### src/tcw_pkg.sv
package tcw_pkg;
	// register byte offsets
	localparam logic [7:0] TCW_OFS_CTRL = 8'h00;
	localparam logic [7:0] TCW_OFS_COUNT = 8'h04;
	localparam logic [7:0] TCW_OFS_COMPARE = 8'h08;
	localparam logic [7:0] TCW_OFS_FLAGS = 8'h0C;
	localparam logic [7:0] TCW_OFS_IRQ_EN = 8'h10;
	localparam logic [7:0] TCW_OFS_PORT = 8'h14;
	// control field positions
	localparam int TCW_CTRL_MODE_LSB = 0;
	localparam int TCW_CTRL_ACTION_LSB = 2;
	localparam int TCW_CTRL_CLKSRC_LSB = 4;
	localparam int TCW_CTRL_FORCE_BIT = 7;
	// flag and enable positions
	localparam int TCW_FLAG_COMPARE_BIT = 0;
	localparam int TCW_FLAG_OVERFLOW_BIT = 1;
	// port register positions
	localparam int TCW_PORT_DATA_BIT = 0;
	localparam int TCW_PORT_DIR_BIT = 1;
	// waveform modes
	localparam logic [1:0] TCW_MODE_NORMAL = 2'h0;
	localparam logic [1:0] TCW_MODE_PHASE_PWM = 2'h1;
	localparam logic [1:0] TCW_MODE_CLEAR_ON_MATCH = 2'h2;
	localparam logic [1:0] TCW_MODE_FAST_PWM = 2'h3;
	// output actions and the clock source stop code
	localparam logic [1:0] TCW_ACT_NONE = 2'h0;
	localparam logic [1:0] TCW_ACT_TOGGLE = 2'h1;
	localparam logic [1:0] TCW_ACT_CLEAR = 2'h2;
	localparam logic [1:0] TCW_ACT_SET = 2'h3;
	localparam logic [2:0] TCW_CLKSRC_STOP = 3'h0;
	// count limits
	localparam logic [7:0] TCW_BOTTOM = 8'h00;
	localparam logic [7:0] TCW_MAX = 8'hFF;
	// reset values
	localparam logic [7:0] TCW_RST_COUNT = 8'h00;
	localparam logic [7:0] TCW_RST_COMPARE = 8'h00;
	localparam logic [1:0] TCW_RST_MODE = 2'h0;
	localparam logic [1:0] TCW_RST_ACTION = 2'h0;
	localparam logic [2:0] TCW_RST_CLKSRC = 3'h0;
endpackage

### src/tcw_timer8.sv
`timescale 1ns/1ns
module tcw_timer8
(
	// clock and reset
	input wire logic pclk,
	input wire logic presetn,
	// apb slave
	input wire logic psel,
	input wire logic penable,
	input wire logic pwrite,
	input wire logic [7:0] paddr,
	input wire logic [31:0] pwdata,
	output logic [31:0] prdata,
	output logic pready,
	output logic pslverr,
	// timer clock enable from the prescaler
	input wire logic timer_tick,
	// interrupt requests and service acknowledges
	output logic compare_irq,
	output logic overflow_irq,
	input wire logic compare_irq_ack,
	input wire logic overflow_irq_ack,
	// wave pin
	output logic wave_pin_out,
	output logic wave_pin_oe
);
	import tcw_pkg::*;

	logic [1:0] waveform_mode_sel_r, output_action_sel_r;
	logic [2:0] clock_source_sel_r;
	logic [7:0] count_value_r, count_nxt, compare_value_r, compare_buf_r;
	logic count_down_r, count_down_nxt, compare_flag_r, overflow_flag_r, match_pend_r;
	logic compare_irq_enable_r, overflow_irq_enable_r, port_data_r, wave_pin_direction_r;
	logic wave_output_r, wave_nxt, block_r, pready_r, pslverr_r, addr_ok;
	logic [31:0] prdata_r, rd_data;
	logic compare_irq_r, overflow_irq_r, wave_pin_out_r, wave_pin_oe_r;
	logic acc, wr_en, wr_ctrl, wr_count, wr_compare, wr_flags, wr_force, tick_en;
	logic pwm_mode, match, ovf_evt, buf_load, fast_bottom;

	// apb: one wait state, so the write edge is the one that samples pready
	assign acc = psel & penable & ~pready_r;
	assign wr_en = psel & penable & pready_r & pwrite;
	assign wr_ctrl = wr_en & (paddr == TCW_OFS_CTRL);
	assign wr_count = wr_en & (paddr == TCW_OFS_COUNT);
	assign wr_compare = wr_en & (paddr == TCW_OFS_COMPARE);
	assign wr_flags = wr_en & (paddr == TCW_OFS_FLAGS);
	assign wr_force = wr_ctrl & pwdata[TCW_CTRL_FORCE_BIT];

	assign tick_en = timer_tick & (clock_source_sel_r != TCW_CLKSRC_STOP);
	assign pwm_mode = (waveform_mode_sel_r == TCW_MODE_PHASE_PWM) |
		(waveform_mode_sel_r == TCW_MODE_FAST_PWM);
	assign match = tick_en & (count_value_r == compare_value_r) & ~block_r;
	assign fast_bottom = tick_en & (waveform_mode_sel_r == TCW_MODE_FAST_PWM) &
		(count_value_r == TCW_MAX);
	// fast pwm reloads at bottom, phase correct at top; both occur with count at max
	assign buf_load = tick_en & pwm_mode & (count_value_r == TCW_MAX);
	assign ovf_evt = tick_en & ((waveform_mode_sel_r == TCW_MODE_PHASE_PWM) ?
		(count_down_r & (count_value_r == 8'h01)) : (count_value_r == TCW_MAX));

	always_ff @(posedge pclk or negedge presetn)
	begin
		if (!presetn)
		begin
			pready_r <= 1'b0;
			pslverr_r <= 1'b0;
			prdata_r <= 32'h0;
		end
		else
		begin
			pready_r <= acc;
			pslverr_r <= acc & ~addr_ok;
			if (acc)
				prdata_r <= rd_data;
		end
	end

	always_comb
	begin
		addr_ok = 1'b1;
		rd_data = 32'h0;
		case (paddr)
			TCW_OFS_CTRL:
			begin
				rd_data[TCW_CTRL_MODE_LSB +: 2] = waveform_mode_sel_r;
				rd_data[TCW_CTRL_ACTION_LSB +: 2] = output_action_sel_r;
				rd_data[TCW_CTRL_CLKSRC_LSB +: 3] = clock_source_sel_r;
			end
			TCW_OFS_COUNT: rd_data[7:0] = count_value_r;
			TCW_OFS_COMPARE: rd_data[7:0] = pwm_mode ? compare_buf_r : compare_value_r;
			TCW_OFS_FLAGS:
			begin
				rd_data[TCW_FLAG_COMPARE_BIT] = compare_flag_r;
				rd_data[TCW_FLAG_OVERFLOW_BIT] = overflow_flag_r;
			end
			TCW_OFS_IRQ_EN:
			begin
				rd_data[TCW_FLAG_COMPARE_BIT] = compare_irq_enable_r;
				rd_data[TCW_FLAG_OVERFLOW_BIT] = overflow_irq_enable_r;
			end
			TCW_OFS_PORT:
			begin
				rd_data[TCW_PORT_DATA_BIT] = port_data_r;
				rd_data[TCW_PORT_DIR_BIT] = wave_pin_direction_r;
			end
			default: addr_ok = 1'b0;
		endcase
	end

	// control, enable and port registers
	always_ff @(posedge pclk or negedge presetn)
	begin
		if (!presetn)
		begin
			waveform_mode_sel_r <= TCW_RST_MODE;
			output_action_sel_r <= TCW_RST_ACTION;
			clock_source_sel_r <= TCW_RST_CLKSRC;
			compare_irq_enable_r <= 1'b0;
			overflow_irq_enable_r <= 1'b0;
			port_data_r <= 1'b0;
			wave_pin_direction_r <= 1'b0;
		end
		else
		begin
			if (wr_ctrl)
			begin
				waveform_mode_sel_r <= pwdata[TCW_CTRL_MODE_LSB +: 2];
				output_action_sel_r <= pwdata[TCW_CTRL_ACTION_LSB +: 2];
				clock_source_sel_r <= pwdata[TCW_CTRL_CLKSRC_LSB +: 3];
			end
			if (wr_en & (paddr == TCW_OFS_IRQ_EN))
			begin
				compare_irq_enable_r <= pwdata[TCW_FLAG_COMPARE_BIT];
				overflow_irq_enable_r <= pwdata[TCW_FLAG_OVERFLOW_BIT];
			end
			if (wr_en & (paddr == TCW_OFS_PORT))
			begin
				port_data_r <= pwdata[TCW_PORT_DATA_BIT];
				wave_pin_direction_r <= pwdata[TCW_PORT_DIR_BIT];
			end
		end
	end

	// counting sequence, chosen by mode only
	always_comb
	begin
		count_nxt = count_value_r;
		count_down_nxt = count_down_r;
		if (tick_en)
		begin
			case (waveform_mode_sel_r)
				TCW_MODE_NORMAL: count_nxt = count_value_r + 8'h01;
				TCW_MODE_FAST_PWM: count_nxt = count_value_r + 8'h01;
				// a compare value below the count is only met after the wrap
				TCW_MODE_CLEAR_ON_MATCH: count_nxt = match ? TCW_BOTTOM :
					count_value_r + 8'h01;
				TCW_MODE_PHASE_PWM:
				begin
					// turn at max going up and at bottom going down
					if (count_value_r == (count_down_r ? TCW_BOTTOM : TCW_MAX))
						count_down_nxt = ~count_down_r;
					count_nxt = count_down_nxt ? count_value_r - 8'h01 : count_value_r + 8'h01;
				end
				default: count_nxt = count_value_r;
			endcase
		end
	end

	always_ff @(posedge pclk or negedge presetn)
	begin
		if (!presetn)
		begin
			count_value_r <= TCW_RST_COUNT;
			count_down_r <= 1'b0;
		end
		else
		begin
			count_value_r <= wr_count ? pwdata[7:0] : count_nxt;
			count_down_r <= count_down_nxt & (waveform_mode_sel_r == TCW_MODE_PHASE_PWM);
		end
	end

	// block lasts until the next tick has gone by, even with the clock stopped
	always_ff @(posedge pclk or negedge presetn)
	begin
		if (!presetn)
			block_r <= 1'b0;
		else if (wr_count)
			block_r <= 1'b1;
		else if (tick_en)
			block_r <= 1'b0;
	end

	// compare value and its buffer
	always_ff @(posedge pclk or negedge presetn)
	begin
		if (!presetn)
		begin
			compare_value_r <= TCW_RST_COMPARE;
			compare_buf_r <= TCW_RST_COMPARE;
		end
		else
		begin
			if (wr_compare)
				compare_buf_r <= pwdata[7:0];
			if (wr_compare & ~pwm_mode)
				compare_value_r <= pwdata[7:0];
			else if (buf_load)
				compare_value_r <= compare_buf_r;
		end
	end

	// flags: hardware set beats software clear and interrupt service
	always_ff @(posedge pclk or negedge presetn)
	begin
		if (!presetn)
		begin
			match_pend_r <= 1'b0;
			compare_flag_r <= 1'b0;
			overflow_flag_r <= 1'b0;
		end
		else
		begin
			if (tick_en)
				match_pend_r <= match;
			if (tick_en & match_pend_r)
				compare_flag_r <= 1'b1;
			else if ((wr_flags & pwdata[TCW_FLAG_COMPARE_BIT]) | compare_irq_ack)
				compare_flag_r <= 1'b0;
			if (ovf_evt)
				overflow_flag_r <= 1'b1;
			else if ((wr_flags & pwdata[TCW_FLAG_OVERFLOW_BIT]) | overflow_irq_ack)
				overflow_flag_r <= 1'b0;
		end
	end

	always_ff @(posedge pclk or negedge presetn)
	begin
		if (!presetn)
		begin
			compare_irq_r <= 1'b0;
			overflow_irq_r <= 1'b0;
		end
		else
		begin
			compare_irq_r <= compare_flag_r & compare_irq_enable_r & ~compare_irq_ack;
			overflow_irq_r <= overflow_flag_r & overflow_irq_enable_r & ~overflow_irq_ack;
		end
	end

	// waveform generator; action is read live, so a new setting acts at once
	always_comb
	begin
		wave_nxt = wave_output_r;
		if (wr_force & ~pwm_mode)
		begin
			case (pwdata[TCW_CTRL_ACTION_LSB +: 2])
				TCW_ACT_TOGGLE: wave_nxt = ~wave_output_r;
				TCW_ACT_CLEAR: wave_nxt = 1'b0;
				TCW_ACT_SET: wave_nxt = 1'b1;
				default: wave_nxt = wave_output_r;
			endcase
		end
		else if (fast_bottom & output_action_sel_r[1])
			wave_nxt = ~output_action_sel_r[0]; // at bottom wins so max gives steady level
		else if (match)
		begin
			case (output_action_sel_r)
				TCW_ACT_TOGGLE: wave_nxt = ~wave_output_r;
				TCW_ACT_CLEAR: wave_nxt = (waveform_mode_sel_r == TCW_MODE_PHASE_PWM) ?
					count_down_r : 1'b0;
				TCW_ACT_SET: wave_nxt = (waveform_mode_sel_r == TCW_MODE_PHASE_PWM) ?
					~count_down_r : 1'b1;
				default: wave_nxt = wave_output_r;
			endcase
		end
	end

	// no reset on mode change: the output only moves through wave_nxt
	always_ff @(posedge pclk or negedge presetn)
	begin
		if (!presetn)
			wave_output_r <= 1'b0;
		else
			wave_output_r <= wave_nxt;
	end

	always_ff @(posedge pclk or negedge presetn)
	begin
		if (!presetn)
		begin
			wave_pin_out_r <= 1'b0;
			wave_pin_oe_r <= 1'b0;
		end
		else
		begin
			wave_pin_out_r <= (output_action_sel_r != TCW_ACT_NONE) ? wave_output_r :
				port_data_r;
			wave_pin_oe_r <= wave_pin_direction_r;
		end
	end

	assign prdata = prdata_r;
	assign pready = pready_r;
	assign pslverr = pslverr_r;
	assign compare_irq = compare_irq_r;
	assign overflow_irq = overflow_irq_r;
	assign wave_pin_out = wave_pin_out_r;
	assign wave_pin_oe = wave_pin_oe_r;

	property p_match_equal;
		@(posedge pclk) disable iff (!presetn)
		(tick_en && (count_value_r == compare_value_r) && !block_r) |=> match_pend_r;
	endproperty
	a_match_equal: assert property (p_match_equal) else $error("equal count gave no match");
	property p_flag_delay;
		@(posedge pclk) disable iff (!presetn)
		(tick_en && match_pend_r) |=> compare_flag_r;
	endproperty
	a_flag_delay: assert property (p_flag_delay) else $error("flag not set after match");
	property p_irq;
		@(posedge pclk) disable iff (!presetn)
		(compare_flag_r && compare_irq_enable_r && !compare_irq_ack) |=> compare_irq;
	endproperty
	a_irq: assert property (p_irq) else $error("enabled flag raised no request");
	property p_w1c;
		@(posedge pclk) disable iff (!presetn)
		(wr_flags && pwdata[TCW_FLAG_COMPARE_BIT] && !(tick_en && match_pend_r))
		|=> !compare_flag_r;
	endproperty
	a_w1c: assert property (p_w1c) else $error("compare flag not cleared");
	property p_buffered;
		@(posedge pclk) disable iff (!presetn)
		(pwm_mode && !buf_load && !(wr_ctrl)) |=> $stable(compare_value_r);
	endproperty
	a_buffered: assert property (p_buffered) else $error("active compare moved off update");
	property p_force;
		@(posedge pclk) disable iff (!presetn)
		(wr_force && !pwm_mode && !tick_en && !wr_count && !wr_flags && !compare_irq_ack)
		|=> $stable(count_value_r) && $stable(compare_flag_r);
	endproperty
	a_force: assert property (p_force) else $error("force touched count or flag");
	property p_block;
		@(posedge pclk) disable iff (!presetn)
		$past(wr_count) && !wr_count |-> !match;
	endproperty
	a_block: assert property (p_block) else $error("match after count write");
	property p_stop;
		@(posedge pclk) disable iff (!presetn)
		(clock_source_sel_r == TCW_CLKSRC_STOP && !wr_count) |=> $stable(count_value_r);
	endproperty
	a_stop: assert property (p_stop) else $error("stopped counter moved");
	property p_ctc_clear;
		@(posedge pclk) disable iff (!presetn)
		(waveform_mode_sel_r == TCW_MODE_CLEAR_ON_MATCH && match && !wr_count)
		|=> count_value_r == TCW_BOTTOM;
	endproperty
	a_ctc_clear: assert property (p_ctc_clear) else $error("no clear after match");
	property p_pin_dir;
		@(posedge pclk) disable iff (!presetn)
		!wave_pin_direction_r |=> !wave_pin_oe;
	endproperty
	a_pin_dir: assert property (p_pin_dir) else $error("pin driven as input");
	property p_action_zero;
		@(posedge pclk) disable iff (!presetn)
		(output_action_sel_r == TCW_ACT_NONE && !wr_force) |=> $stable(wave_output_r);
	endproperty
	a_action_zero: assert property (p_action_zero) else $error("output moved with no action");
endmodule

### config.mk
export PLATFORM = sky130hd
export DESIGN_NAME = tcw_timer8
export DESIGN_NICKNAME = d
export VERILOG_FILES = /design/src/tcw_pkg.sv /design/src/tcw_timer8.sv
export SDC_FILE = /design/constraint.sdc
export NUM_CORES = 1
export LEC_CHECK = 0
export ABC_AREA = 1
export BUFFER_PORTS_ARGS = -buffer_cell sky130_fd_sc_hd__buf_4
export CAP_MARGIN = 20
export CELL_PAD_IN_SITES_DETAIL_PLACEMENT = 1
export CELL_PAD_IN_SITES_GLOBAL_PLACEMENT = 2
export CORE_UTILIZATION = 33
export CTS_BUF_LIST = sky130_fd_sc_hd__clkbuf_4
export DETAILED_ROUTE_END_ITERATION = 10
export GPL_ROUTABILITY_DRIVEN = 0
export HOLD_SLACK_MARGIN = 0.06
export MAX_ROUTING_LAYER = met4
export PLACE_DENSITY = 0.95
export SLEW_MARGIN = 15
export SYNTH_ARGS = -nofsm -noshare
export SYNTH_HDL_FRONTEND = slang
export SYNTH_SLANG_ARGS = --single-unit
### constraint.sdc
create_clock -name pclk -period 3.9 [get_ports pclk]
set_input_delay 0.195 -clock pclk [delete_from_list [all_inputs] [get_ports pclk]]
set_output_delay 0.195 -clock pclk [all_outputs]
set_load 0.02 [all_outputs]
==> run metrics <==
DR iter-0 viols=165; #FFs+latches synth=55; Req. time, crit path=4210 ps; NetSw=520 uW; final net count=604; detailed-route wire length per cell=15.6 um; Area Growth Syn to Fin=12.9%; clock latency on the worst-skew pair=400 ps; Tmin final=2310 ps; Post-Route Setup TNS=0 ps; Hold Fails Final Rpt=0; syn_area_per_cell=7.30 um2; vias in the first global route=3481; largest fanout on the critical path=16; post-synth cell types=34; Synth top area share=0.375; PD cells=321 mW/mm2; most used routing layer=met2; slew margin rel.=0.517; DR vias=3397; synthesized area=0.00367 mm2; outcome=finished, final reports clean; initial antenna violation count=0; I/O Buffers=37; M2 GR Usage=0.345; Post-CTS Resized=0; Synth area leader=dfrtp_1; Core Region=0.0108 mm2; clk root buf=clkbuf_4; ANT nets after route=0; HP Class=in2reg; Clock Sinks=55; total power=1.33 mW; IO Pins=86; unrepaired setup endpoints after global routing=false; H-Tree Depth=2; largest net degree at the start of global routing=56; switching part of the total power=0.391; internal power=810 uW; DRC=0; fraction of layout cells with a size suffix above 1=0.149; Setup Skew=3.75 ps; peak supply drop=105 uV; first-pass GRT wire length=17500 um; top cells by area, synth=dfrtp_1 38%, nand2_1 16%, inv_1 7.6%; Clock transition at path regs=170 ps; leakage power=2.14 nW; vias per cell=4.92; Clk pwr share=0.211; fmax=0.432 GHz; worst-margin pin slew=724 ps; critical path launch point type=register; Pre-Repair DR Iteration Count=4; met1 Use GR=0.252; GRT Util Overall=0.201; crit path capture type=register; crit path DAT=2620 ps; Seq pwr share=0.493; met3 usage=0.0254; buffer count from post-CTS setup fixing=0; final setup vio count=0; WL final=10800 um; sequential area share after synthesis=0.375; combinational power share=0.296; antenna cells=0; Die W=107 um; yosys warns=0; die area=0.0115 mm2; hold_buf cts=9; CTS tree=done; Final Max Tran Viols=0; Max Root-Sink Buffers=2; max-cap viol count=0; GRT overflow=0; Syn Inst Count=503; die height=107 um; number of buffers created by CTS=5; FP Rows=38; Starting Density=0.339; HPWL Detailed=8300 um; crit share post-route=0.593; Crit Path Category=reg2reg
per-layer routing:
metal  vias to the layer above  wire [um]  share of wire
met2                        67       5290           0.49
met4                         0        119          0.011
met1                      1663       5080           0.47
met3                         7        291          0.027
met5                         -          0              0
li1                       1660          -              -
path summary, 6_finish.rpt:
| check | from | end | slack (ps) | cells past startpoint |
|---|---|---|---|---|
| worst min register to register | wave_pin_direction_r | wave_pin_oe | 430 | 0 |
| worst max-delay path | waveform_mode_sel_r[1] | prdata[1] | 1590 | 8 |
| min in group asynchronous | presetn | count_value_r[5] | 360 | 2 |
| worst min-delay path | pwdata[3] | output_action_sel_r[1] | 70 | 3 |
| max in group asynchronous | presetn | count_value_r[3] | 3060 | 2 |
| worst max register to register | waveform_mode_sel_r[1] | prdata[1] | 1590 | 8 |
synth_stat cells (all sizes together):
cell type	n
or2	2
a21oi	8
o221ai	11
nor4	1
buf	30
dfrtp	55
nand3	26
o21ai	52
inv	83
o21bai	3
ha	7
conb	1
o22ai	2
o31ai	2
xnor2	1
nor3	5
nor2	29
a2111oi	1
nand2	161
xor2	7
o211ai	6
nand4	10
sequential cells by signal, summed over array words and instances (netlist names), 2 cells and up:
register,flops
compare_value_r,8
compare_buf_r,8
prdata,8
clock_source_sel_r,3
waveform_mode_sel_r,2
count_value_r,8
output_action_sel_r,2
cell families (layout without fill, tap and decap cells):
family | Yosys count | in the layout | synth area share
flip-flops | 55 | 55 | 0.375
AO/OA/AOI/OAI | 85 | 85 | 0.138
buffers and inverters | 113 | 137 | 0.144
other | 1 | 24 | 0.00102
adder cells (fa/ha/maj) | 7 | 7 | 0.0239
AND/OR/NAND/NOR | 234 | 234 | 0.299
XOR/XNOR | 8 | 8 | 0.0191
worst max-delay path, stage by stage, from the launching register on:
cell and delay [ps]:
dfrtp_1 420, inv_1 90, ha_1 300, nor2_4 310, inv_1 290, o211ai_1 260, o21ai_0 140, nor3_1 300
o21bai_1 100
power by group through the flow:
stage	combinational, mW	clock [mW]	sequential [mW]
after global placement	0.371	0	0.663
after global routing	0.442	0.309	0.660
final	0.394	0.280	0.655
after CTS	0.392	0.291	0.654
after detailed placement	0.382	0	0.665
after floorplan	0.308	0	0.634
stage by stage:
stage                     hold slack (ps)  cells   util  worst slack (ps)  cell area [um2]
after CTS                            63.6    690  0.382              1630             4140
after global routing                 67.8    690  0.382              1420             4140
final                                70.1    690  0.382              1590             4140
after floorplan                      -101    526      -              2210             3760
after detailed placement              304    673  0.368              1650             3990
after global placement                298    673  0.368              1760             3990
cell usage in the layout (no fill, tap or decap), types with 11 or more instances in the layout:
| cell | count |
|---|---|
| nand2_1 | 154 |
| inv_1 | 74 |
| dfrtp_1 | 55 |
| buf_4 | 37 |
| o21ai_0 | 33 |
| conb_1 | 24 |
| nor2_1 | 20 |
| nand3_1 | 20 |
| o21ai_1 | 19 |
| o221ai_1 | 11 |
area by class of cell:
cell class                      instances  area [um2]
Timing Repair Buffer                   46         368
Fill cell                            1403        6700
Inverter                               83         312
Tap cell                              140         175
Clock buffer                            6        45.0
Clock inverter                          2        16.3
Sequential cell                        55        1380
Multi-Input combinational cell        358        1850
(Power assumes the default switching activity.)
